<file path="src/inc/pm_pkg.sv">
// constants, field layout and types of the input power meter
package pm_pkg;
  // register indices; byte address is four times the index
  localparam logic [5:0] IDX_SYNC_CTRL  = 6'h07;
  localparam logic [5:0] IDX_LEN_LOW    = 6'h08;
  localparam logic [5:0] IDX_PER_LOW    = 6'h09;
  localparam logic [5:0] IDX_START_DLY  = 6'h0A;
  localparam logic [5:0] IDX_CFG_HIGH   = 6'h0B;
  localparam logic [5:0] IDX_RESULT_LO  = 6'h10;
  localparam logic [5:0] IDX_RESULT_HI  = 6'h11;
  localparam logic [5:0] IDX_IRQ_STATUS = 6'h12;
  localparam logic [5:0] IDX_IRQ_MASK   = 6'h13;
  localparam logic [5:0] IDX_INPUT_MODE = 6'h14;
  localparam logic [15:0] REG_RESET     = 16'h0000;
  // writable bits; the rest read as zero
  localparam logic [15:0] START_DLY_WMASK = 16'hFDFF;
  localparam logic [15:0] CFG_HIGH_WMASK  = 16'hFFC7;
  // field positions
  localparam int EN_A_BIT     = 15;
  localparam int SSEL_A_LSB   = 12;
  localparam int SSEL_W       = 3;
  localparam int START_LSB    = 0;
  localparam int START_W      = 9;
  localparam int PATH_OFF_LSB = 10;
  localparam int PATH_OFF_W   = 6;
  localparam int LEN_HI_LSB   = 11;
  localparam int PER_HI_LSB   = 6;
  localparam int HI_W         = 5;
  localparam int DL_SSEL_LSB  = 0;
  localparam int CPLX_BIT     = 0;
  // interrupt status layout
  localparam int ST_DONE_BIT  = 0;
  localparam int ST_START_BIT = 1;
  localparam int ST_W         = 2;
  // counts in samples
  localparam logic [24:0] WIN_EXTRA   = 25'h0000001;
  localparam logic [12:0] START_EXTRA = 13'h0002;
  localparam int CNT_W       = 25;
  localparam int DLY_W       = 13;
  localparam int SMP_W       = 16;
  localparam int SYNC_N      = 8;
  localparam int DL_AW       = 6;
  localparam int DL_DEPTH    = 64;
  typedef enum logic [1:0] {ST_IDLE, ST_DELAY, ST_RUN} meter_state_e;
endpackage : pm_pkg

</file>
<file path="src/inc/dl_mem_if.sv">
// carrier between the meter and its delay line memory
`timescale 1ns/1ps
`default_nettype none
interface dl_mem_if;
  import pm_pkg::*;
  logic                we;
  logic [DL_AW-1:0]    waddr;
  logic [DL_AW-1:0]    raddr;
  logic [SMP_W-1:0]    wdata;
  logic [SMP_W-1:0]    rdata;
  modport ctrl (output we, waddr, raddr, wdata, input rdata);
  modport mem  (input we, waddr, raddr, wdata, output rdata);
endinterface : dl_mem_if
`default_nettype wire

</file>
<file path="src/design/dl_mem.sv">
// sample memory of the variable path delay line, registered read
`timescale 1ns/1ps
`default_nettype none
module dl_mem
  import pm_pkg::*;
(
  // clock
  input  wire logic i_ref_clk,
  // access
  dl_mem_if.mem     m
);
  logic [SMP_W-1:0] mem_q [DL_DEPTH];

  always_ff @(posedge i_ref_clk)
  begin
    if (m.we)
    begin
      mem_q[m.waddr] <= m.wdata;
    end
  end

  // read before write on a shared address
  always_ff @(posedge i_ref_clk)
  begin
    m.rdata <= mem_q[m.raddr];
  end
endmodule : dl_mem
`default_nettype wire

</file>
<file path="src/design/input_power_meter.sv">
// received power meter with APB registers, interrupt and path delay line
// Notes on behaviour
// each meter runs only while its enable bit is set
// each meter takes its sync from its own 3-bit source choice
// accumulation length counts eight samples or eight I/Q pairs per unit
// square and sum I only, or I and Q in complex mode
// window opens 8*delay+2 samples after sync, and at each period boundary
// at 8*length+1 samples publish the sum and raise an interrupt
// period timer counts 8*period+1 samples, restarting the sum each time
// software keeps the period longer than the window
// period counter and sum start together after the delay, restart at limit
// 9-bit start delay in eight-sample units plus two samples
// 6-bit offset sets the first path delay line pointer offset
// bits 20:16 of length and period sit in the config register
// 3-bit source choice says when the delay pointer offset updates
// complex select pairs the first and second inputs as I and Q
// result holds until the next window ends; one done event per window
`timescale 1ns/1ps
`default_nettype none
module input_power_meter
  import pm_pkg::*;
#(
  parameter int ACC_W = 56
)(
  // clock and reset
  input  wire logic              i_ref_clk,
  input  wire logic              i_nrst,
  // apb slave
  input  wire logic              i_psel,
  input  wire logic              i_penable,
  input  wire logic              i_pwrite,
  input  wire logic [7:0]        i_paddr,
  input  wire logic [31:0]       i_pwdata,
  output var  logic [31:0]       o_prdata,
  output var  logic              o_pready,
  output var  logic              o_pslverr,
  // receive samples
  input  wire logic              i_smp_valid,
  input  wire logic [SMP_W-1:0]  i_rx_a,
  input  wire logic [SMP_W-1:0]  i_rx_b,
  input  wire logic [SYNC_N-1:0] i_sync_src,
  // delayed first path and interrupt
  output var  logic [SMP_W-1:0]  o_path_a,
  output var  logic              o_path_a_valid,
  output var  logic              o_irq
);
  logic [15:0]      sync_ctrl_q, len_low_q, per_low_q, start_dly_q, cfg_high_q;
  logic [ST_W-1:0]  irq_st_q, irq_mask_q;
  logic             cplx_q;
  logic [ACC_W-1:0] acc_q, result_q;
  logic [CNT_W-1:0] win_cnt_q, per_cnt_q;
  logic [DLY_W-1:0] dly_cnt_q;
  logic [DL_AW-1:0] wp_q, path_off_q;
  logic             rd_vld_q;
  meter_state_e     state_q;
  logic             sync_pulse, dl_pulse, en, acc_wr, hit;
  logic [5:0]       idx;
  logic [31:0]      rd_word;
  logic [CNT_W-1:0] len_end, per_end;
  logic [DLY_W-1:0] dly_end;
  logic             run_smp, start_evt, pub_evt;
  logic [32:0]      term;
  dl_mem_if         dl ();

  function automatic logic [31:0] sq(input logic signed [SMP_W-1:0] x);
    sq = 32'(x * x);
  endfunction : sq

  function automatic logic [CNT_W-1:0] span8(input logic [20:0] n);
    span8 = {1'b0, n, 3'b000} + WIN_EXTRA;
  endfunction : span8

  // apb: one wait state so that read data come from a flop
  assign idx    = i_paddr[7:2];
  assign acc_wr = i_psel & i_penable & o_pready & i_pwrite;
  assign en     = sync_ctrl_q[EN_A_BIT];

  always_comb
  begin
    rd_word = '0;
    hit     = 1'b1;
    unique case (idx)
      IDX_SYNC_CTRL:  rd_word = {16'h0000, sync_ctrl_q};
      IDX_LEN_LOW:    rd_word = {16'h0000, len_low_q};
      IDX_PER_LOW:    rd_word = {16'h0000, per_low_q};
      IDX_START_DLY:  rd_word = {16'h0000, start_dly_q};
      IDX_CFG_HIGH:   rd_word = {16'h0000, cfg_high_q};
      IDX_RESULT_LO:  rd_word = result_q[31:0];
      IDX_RESULT_HI:  rd_word = 32'(result_q[ACC_W-1:32]);
      IDX_IRQ_STATUS: rd_word = 32'(irq_st_q);
      IDX_IRQ_MASK:   rd_word = 32'(irq_mask_q);
      IDX_INPUT_MODE: rd_word = 32'(cplx_q);
      default:        hit = 1'b0;
    endcase
  end

  always_ff @(posedge i_ref_clk)
  begin
    if (!i_nrst)
    begin
      o_pready  <= 1'b0;
      o_prdata  <= '0;
      o_pslverr <= 1'b0;
    end
    else if (i_psel && i_penable && !o_pready)
    begin
      o_pready  <= 1'b1;
      o_prdata  <= i_pwrite ? 32'h00000000 : rd_word;
      o_pslverr <= ~hit;
    end
    else
    begin
      o_pready  <= 1'b0;
      o_pslverr <= 1'b0;
    end
  end

  always_ff @(posedge i_ref_clk)
  begin
    if (!i_nrst)
    begin
      sync_ctrl_q <= REG_RESET;
      len_low_q   <= REG_RESET;
      per_low_q   <= REG_RESET;
      start_dly_q <= REG_RESET;
      cfg_high_q  <= REG_RESET;
      irq_mask_q  <= '0;
      cplx_q      <= 1'b0;
    end
    else if (acc_wr)
    begin
      unique case (idx)
        IDX_SYNC_CTRL: sync_ctrl_q <= i_pwdata[15:0];
        IDX_LEN_LOW:   len_low_q   <= i_pwdata[15:0];
        IDX_PER_LOW:   per_low_q   <= i_pwdata[15:0];
        IDX_START_DLY: start_dly_q <= i_pwdata[15:0] & START_DLY_WMASK;
        IDX_CFG_HIGH:  cfg_high_q  <= i_pwdata[15:0] & CFG_HIGH_WMASK;
        IDX_IRQ_MASK:  irq_mask_q  <= i_pwdata[ST_W-1:0];
        IDX_INPUT_MODE: cplx_q     <= i_pwdata[CPLX_BIT];
        default: ;
      endcase
    end
  end

  // sync sources for the meter and for the delay pointer
  sync_pick u_meter_sync (
    .i_ref_clk (i_ref_clk),
    .i_nrst    (i_nrst),
    .i_src     (i_sync_src),
    .i_sel     (sync_ctrl_q[SSEL_A_LSB +: SSEL_W]),
    .o_pulse   (sync_pulse)
  );

  sync_pick u_dl_sync (
    .i_ref_clk (i_ref_clk),
    .i_nrst    (i_nrst),
    .i_src     (i_sync_src),
    .i_sel     (cfg_high_q[DL_SSEL_LSB +: SSEL_W]),
    .o_pulse   (dl_pulse)
  );

  // window limits
  assign len_end = span8({cfg_high_q[LEN_HI_LSB +: HI_W], len_low_q});
  assign per_end = span8({cfg_high_q[PER_HI_LSB +: HI_W], per_low_q});
  assign dly_end = {1'b0, start_dly_q[START_LSB +: START_W], 3'b000} + START_EXTRA;
  assign term    = {1'b0, sq(i_rx_a)} + (cplx_q ? {1'b0, sq(i_rx_b)} : 33'h000000000);

  assign run_smp   = i_smp_valid & en & ~sync_pulse & (state_q == ST_RUN);
  assign start_evt = i_smp_valid & en & ~sync_pulse
                   & (((state_q == ST_DELAY) & (dly_cnt_q == dly_end))
                   | ((state_q == ST_RUN) & (per_cnt_q == per_end)));
  assign pub_evt   = run_smp & (win_cnt_q == len_end);

  // a new sync re-arms the delay even while a window runs
  always_ff @(posedge i_ref_clk)
  begin
    if (!i_nrst)
    begin
      state_q   <= ST_IDLE;
      dly_cnt_q <= '0;
    end
    else if (!en)
    begin
      state_q <= ST_IDLE;
    end
    else if (sync_pulse)
    begin
      state_q   <= ST_DELAY;
      dly_cnt_q <= '0;
    end
    else if (i_smp_valid)
    begin
      unique case (state_q)
        ST_IDLE: ;
        ST_DELAY:
        begin
          if (dly_cnt_q == dly_end)
            state_q <= ST_RUN;
          else
            dly_cnt_q <= dly_cnt_q + 1'b1;
        end
        ST_RUN: ;
      endcase
    end
  end

  // period counter counts samples since the window opened; window counter does too but holds at len_end+1
  always_ff @(posedge i_ref_clk)
  begin
    if (!i_nrst)
    begin
      acc_q     <= '0;
      win_cnt_q <= '0;
      per_cnt_q <= '0;
    end
    else if (start_evt)
    begin
      acc_q     <= ACC_W'(term);
      win_cnt_q <= 25'h0000001;
      per_cnt_q <= 25'h0000001;
    end
    else if (run_smp)
    begin
      per_cnt_q <= per_cnt_q + 1'b1;
      if (win_cnt_q < len_end)
      begin
        acc_q     <= acc_q + ACC_W'(term);
        win_cnt_q <= win_cnt_q + 1'b1;
      end
      else if (win_cnt_q == len_end)
        win_cnt_q <= win_cnt_q + 1'b1;
    end
  end

  // result and interrupt; a set beats a clear in the same cycle
  always_ff @(posedge i_ref_clk)
  begin
    if (!i_nrst)
    begin
      result_q <= '0;
      irq_st_q <= '0;
      o_irq    <= 1'b0;
    end
    else
    begin
      if (pub_evt)
        result_q <= acc_q;
      irq_st_q <= (irq_st_q & ~((acc_wr && idx == IDX_IRQ_STATUS) ?
                   i_pwdata[ST_W-1:0] : 2'b00))
                | {start_evt, pub_evt};
      o_irq    <= |(irq_st_q & irq_mask_q);
    end
  end

  // delay line: pointer offset taken on its own sync
  assign dl.we    = i_smp_valid;
  assign dl.waddr = wp_q;
  assign dl.wdata = i_rx_a;
  assign dl.raddr = wp_q - 6'h01 - path_off_q;

  always_ff @(posedge i_ref_clk)
  begin
    if (!i_nrst)
    begin
      wp_q           <= '0;
      path_off_q     <= '0;
      rd_vld_q       <= 1'b0;
      o_path_a       <= '0;
      o_path_a_valid <= 1'b0;
    end
    else
    begin
      if (i_smp_valid)
        wp_q <= wp_q + 1'b1;
      if (dl_pulse)
        path_off_q <= start_dly_q[PATH_OFF_LSB +: PATH_OFF_W];
      rd_vld_q       <= i_smp_valid;
      o_path_a_valid <= rd_vld_q;
      if (rd_vld_q)
        o_path_a <= dl.rdata;
    end
  end

  dl_mem u_dl_mem (
    .i_ref_clk (i_ref_clk),
    .m         (dl.mem)
  );
endmodule : input_power_meter
`default_nettype wire

</file>
<file path="src/design/sync_pick.sv">
// synchronises the sync sources and turns the chosen one into a pulse
`timescale 1ns/1ps
`default_nettype none
module sync_pick
  import pm_pkg::*;
(
  // clock and reset
  input  wire logic              i_ref_clk,
  input  wire logic              i_nrst,
  // sources and choice
  input  wire logic [SYNC_N-1:0] i_src,
  input  wire logic [SSEL_W-1:0] i_sel,
  // rising edge of the chosen source
  output var  logic              o_pulse
);
  logic [SYNC_N-1:0] s1_q;
  logic [SYNC_N-1:0] s2_q;
  logic [SYNC_N-1:0] s3_q;

  always_ff @(posedge i_ref_clk)
  begin
    if (!i_nrst)
    begin
      s1_q    <= '0;
      s2_q    <= '0;
      s3_q    <= '0;
      o_pulse <= 1'b0;
    end
    else
    begin
      s1_q    <= i_src;
      s2_q    <= s1_q;
      s3_q    <= s2_q;
      o_pulse <= s2_q[i_sel] & ~s3_q[i_sel];
    end
  end
endmodule : sync_pick
`default_nettype wire

</file>
<file path="config.mk">
export PLATFORM = sky130hd
export DESIGN_NAME = input_power_meter
export DESIGN_NICKNAME = d
export VERILOG_FILES = /design/src/inc/pm_pkg.sv /design/src/inc/dl_mem_if.sv /design/src/design/dl_mem.sv /design/src/design/input_power_meter.sv /design/src/design/sync_pick.sv
export SDC_FILE = /design/constraint.sdc
export NUM_CORES = 2
export LEC_CHECK = 0
export CAP_MARGIN = 20
export CORE_ASPECT_RATIO = 1.25
export CORE_MARGIN = 2
export CORE_UTILIZATION = 40
export DETAILED_ROUTE_END_ITERATION = 6
export DONT_BUFFER_PORTS = 1
export GPL_ROUTABILITY_DRIVEN = 0
export PLACE_DENSITY = 0.53
export SYNTH_ARGS = -nofsm -noshare
export SYNTH_HDL_FRONTEND = slang
export SYNTH_HIERARCHICAL = 1
export SYNTH_SLANG_ARGS = --single-unit
</file>
<file path="constraint.sdc">
create_clock -name i_ref_clk -period 19.8 [get_ports i_ref_clk]
set_input_delay 3.96 -clock i_ref_clk [delete_from_list [all_inputs] [get_ports i_ref_clk]]
set_output_delay 3.96 -clock i_ref_clk [all_outputs]
set_load 0.02 [all_outputs]
</file>
# Yosys cells after proc, flatten, opt, wreduce, memory -nomap -nowiden

Memory sizes are Yosys's and may differ from the RTL's. A register that Yosys moved wholly into a read port is not among the register bits.
Cells that the tools add are included.

Register bits after elaboration: 349
RAM bits: 1024
Input bits: 86
Output and inout port bits: 52
Logic and storage cells: 152
Memories kept: 1

Memory list:

| memory         | depth | bits a word | read ports | clocked after Yosys merged registers in | write ports | line         | text |
|---|---|---|---|---|---|---|---|
| u_dl_mem.mem_q | 64    | 16          | 1          | 1                                       | 1           | dl_mem.sv:12 | `logic [SMP_W-1:0] mem_q [DL_DEPTH];` |

Add/subtract/negate cells: 11
$mul: 2
$lt $le $gt $ge: 3
Equality and inequality tests: 16
Multiplexer cells: 33
Bitwise gates (word level): 23
Reductions and logical operators: 31

Operators by type and width:

| cell                  | number |
|---|---|
| $pmux 32 s10          | 1 |
| $mux 33               | 3 |
| $mul 16x16->32        | 2 |
| $mux 32               | 2 |
| $add 56x33->56        | 1 |
| $mux 13               | 4 |
| $add 24x1->25 const B | 2 |
| $add 25x1->25 const B | 2 |
| $eq 25x25->1          | 2 |
| $mux 25               | 2 |
| $add 32x32->33        | 1 |
| $eq 6x5->1 const B    | 5 |
| $reduce_and 2->1      | 13 |
| $lt 25x25->1          | 1 |
| $eq 6x4->1 const B    | 4 |
| $mux 1                | 16 |
| $add 12x2->13 const B | 1 |
| $add 13x1->13 const B | 1 |
| $eq 13x13->1          | 1 |
| $and 1x1->1           | 12 |
| $bmux 1 s3            | 4 |
| $reduce_bool 2->1     | 6 |
| $reduce_or 10->1      | 1 |
| $lt 3x4->1 const B    | 2 |
| other kinds (20)      | 30 |

# Depth between registers and ports, before layout

Depth in word-level cells: 8
Depth in mapped cells: 44
Depth with buffers taken out: 42

# Hierarchy

Netlist, hierarchy kept.

By module, submodules not included:

| module            | instances | cells an instance | area each (um^2) | seq. area each (um^2) |
|---|---|---|---|---|
| dl_mem            | 1         | 1829              | 40042.2          | 31069.8 |
| input_power_meter | 1         | 4220              | 35668.0          | 6466.2 |
| sync_pick         | 2         | 66                | 778.2            | 500.5 |

# Least setup slack after synthesis

No wires, ideal clock.

Path type: input-to-reg
Start point: in i_rx_b[5]
End point: reg acc_q[36]
Setup time: 0.124 ns
Data arrival time: 12.851 ns
Required time: 19.676 ns
Setup slack: 6.825 ns
Cell stages on the path: 37
Buffers on the path: 3
Cells stage by stage: clkbuf_1 > clkbuf_1 > nand2_1 > fa_1 > fa_1 > fa_1 > inv_1 > fa_1 > fa_1 > inv_1 > fa_1 > inv_1 > ha_1 > nand4_1 > or4_1 > a211oi_1 > nor2_1 > nor2_1 > nor3_1 > nor3_1 > ha_1 > o21a_1 > nor2_1 > nor3_1 > a21oi_1 > o31ai_1 > or3_1 > and2_1 > ha_1 > and4_1 > and2_1 > a22o_2 > a2111oi_4 > a211o_1 > buf_2 > a21boi_0 > mux2i_1

Cells in the longest elaborated chain, start to end: 4

Ends and longest elaborated chain:

| element              | line                     | text |
|---|---|---|
| from (decl)          | input_power_meter.sv:40  | `input wire logic [SMP_W-1:0] i_rx_b,` |
| $mul 16x16->32       | input_power_meter.sv:66  | `sq = 32'(x * x);` |
| $mux 32              | input_power_meter.sv:166 | `assign term = {1'b0, sq(i_rx_a)} + (cplx_q ? {1'b0, sq(i_rx_b)} : 33'h000000000);` |
| $add 32x32->33       | input_power_meter.sv:166 |  |
| $add 56x33->56       | input_power_meter.sv:227 | `acc_q <= acc_q + ACC_W'(term);` |
| to (signal assigned) | input_power_meter.sv:218 | `acc_q <= ACC_W'(term);` |
| to (signal assigned) | input_power_meter.sv:227 |  |
| to (decl)            | input_power_meter.sv:50  | `logic [ACC_W-1:0] acc_q, result_q;` |

Every way passes these cells.
A chain may end at the register's enable or synchronous reset.

# Worst setup path after layout

Start point: in i_rx_b[15]
End point: reg acc_q[38]

Same word-level chain as after synthesis.

==> impl_results.md <==
* Mapped Area at 77300 um^2
* Synth async-reset ratio at 0
* Number of synthesized flops with an enable pin at ~1.0k
* Post-CTS setup buffer count at 0
* Crit path capture type: flip-flop
* Post-synthesis sequential area ratio at 0.499
* Detailed Place HPWL at 133000 um
* Tot GR Track Use at 0.203
* Clock Tree Buf Depth at 3
* IO buf count at 0
* Area delta synth->final at 9.87%
* Setup violations, final at 0
* Iteration-0 DRC Markers at 2801
* Total grt overflow at 0
* Ys flop type: edfxtp_1
* Largest net degree at the start of global routing at 120
* Wire per inst at 22.3 um
* I/O pin total at about 140
* Core Area at about 190000 um^2
* Vias in the first global route at 49.0k
* Avg Inst Size Synth at 12.5 um^2
* Fraction of layout cells with a size suffix above 1 at 0.104
* DRC at 0
* Worst path slowest cell: a2111oi_0
* Max-cap violations at 0
* Yosys warns at 6
* Yosys top cell area share at 0.398
* First-pass GRT wire length at slightly above 300000 um
* FP Rows at 180
* Reg2Reg Setup Slack at 13.43 ns
* RSZ-0062 raised after global routing: no
* Worst-margin pin slew at 1.10 ns
* Final TNS setup at 0 ns
* Synth area leaders: edfxtp_1 40%, fa_1 12%, dfxtp_1 10%, mux4_2 6.5%, ha_1 4.5%
* Slew HR at 0.266
* Total number of vias at 46.8k
* CTS sink count at approximately 1.4k
* Max incr delay on CP at 0.78 ns
* Post-DR vias/cell at 5.30
* Status: complete, no violations
* Die Ht at 495 um
* Worst skew pair latency at 0.79 ns
* Post-synth top area cell: edfxtp_1
* Post-CTS sizing at 0
* Clock root cell: clkbuf_16
* Die width at 397 um
* Nets@finish at 7009
* CP startpoint kind: input port
* Clock slew at reported path FFs at 0.06 ns
* Final Skew at roughly 0.038 ns
* Antenna viol nets, final at 0
* Initial DRT Pass Iterations at 6
* Total CTS buffers at 145
* Worst hold path type: flip-flop to flip-flop
* Unique masters post-synth at 98
* WP data required at 20.52 ns
* Initial Util at 0.402
* WL final at 197000 um
* Final Hold Viols at 0
* Max Clock Freq at 70.7 MHz
* Tcrit/Tclk final at 0.715
* Initial antenna violation count at 8
* Post-Synthesis Cells at about 6.2k
* Die area at just under 200000 um^2
* Crit-path max FO at 20
* Slew Limit Fails at 0
* Crit path time final at ~14 ns
* Crit path top cell by count: fa_1
* # hold bufs at CTS at 0
* CTS H-tree lvls at 4
* CTS tree: built
* Synth Register Bits at approximately 1.4k
* Crit Path Class: input port to flip-flop
* Mapped Nets at around 7.0k
* Critical path arrival at between 10 and 15 ns
[stage by stage]
| step | instances | hold slack (ns) | area (um^2) | util | worst slack, ns |
|---|---|---|---|---|---|
| 2_1_floorplan | 6181 | 0.412 | 77300 | - | 6.82 |
| 3_3_place_gp | 8565 | 0.416 | 80000 | 0.417 | 5.06 |
| 3_5_place_dp | 8566 | 0.419 | 80000 | 0.417 | 5.02 |
| 4_1_cts | 8827 | 0.433 | 84900 | 0.442 | 5.84 |
| 5_1_grt | 8830 | 0.444 | 84900 | 0.442 | 4.82 |
| 6_report | 8835 | 0.430 | 84900 | 0.442 | 5.65 |
[synth_stat cells, drive strengths merged, types with 95 or more instances]
cell type	n
fa	478
inv	730
xor2	101
and2	141
nor2	353
mux4	226
ha	278
clkbuf	169
edfxtp	1024
xnor2	106
buf	95
a21oi	315
o21ai	106
dfxtp	389
nand2	636
mux2i	135
[layout by cell type, fill, tap and decap left out, types with 37 or more instances in the layout]
cell	count
edfxtp_1	1024
inv_1	729
nand2_1	633
fa_1	477
dfxtp_1	389
nor2_1	343
a21oi_1	314
ha_1	277
mux4_2	222
clkbuf_16	151
and2_1	141
mux2i_1	135
xnor2_1	104
xor2_1	100
o21ai_0	99
buf_4	99
a22oi_1	86
nand3_1	80
a21o_1	60
nor2b_1	52
nand4_1	45
a31oi_1	44
nor3_1	37
[sequential cells by signal, indices dropped and copies added, names as in the netlist, 13 cells and up]
signal	count
u_dl_mem/m.rdata	16
win_cnt_q	25
result_q	56
per_low_q	16
len_low_q	16
cfg_high_q	13
start_dly_q	15
per_cnt_q	25
dly_cnt_q	13
u_dl_mem/mem_q	1024
acc_q	56
o_path_a	16
o_prdata	32
sync_ctrl_q	16
[path summary, 6_finish.rpt]
check | from | endpoint | depth (start not counted)
worst max-delay path | i_rx_b[15] | acc_q[38] | 31
worst max register to register | cplx_q | acc_q[38] | 20
worst min register to register | u_meter_sync/s1_q[5] | u_meter_sync/s2_q[5] | 1
worst min-delay path | u_meter_sync/s1_q[5] | u_meter_sync/s2_q[5] | 1
[layout make-up]
class	count	area, um^2
multi-input cells	3773	34800
clock buffers	196	4050
inverters	731	2750
repair buffers	103	810
well taps	2548	3190
diodes	6	15.0
flip-flops and latches	1413	38500
clock inverters	65	758
fillers	17600	107000
[cells by family (layout without fill, tap and decap cells)]
kind of cell,Yosys count,after routing,share of synthesized area
muxes,395,395,0.0885
AOI/OAI and AO/OA,858,858,0.0732
xor gates and xnor gates,207,207,0.0235
buffers and inverters,995,1095,0.0531
adders and majority gates,756,756,0.169
DFF,1413,1413,0.499
and+or+nand+nor,1557,1557,0.0941
other,0,6,0
[critical path: cells and delay by family]
kind	cells	cell delay, ns
AOI/OAI and AO/OA	11	4.64
muxes	1	0.23
adders and majority gates	9	4.54
buffers and inverters	5	0.80
and+or+nand+nor	5	0.68
[per-layer routing]
| metal | vias up | GRT usage | part of all wire |
|---|---|---|---|
| li1 | 21700 | - | - |
| met1 | 23900 | 0.257 | 0.42 |
| met2 | 871 | 0.358 | 0.51 |
| met3 | 263 | 0.0250 | 0.037 |
| met4 | 4 | 0.0676 | 0.033 |
| met5 | - | 0 | 0.00014 |
Power is not shown: default switching activity piles up to over one toggle a cycle in this logic, so the estimate is an artifact.
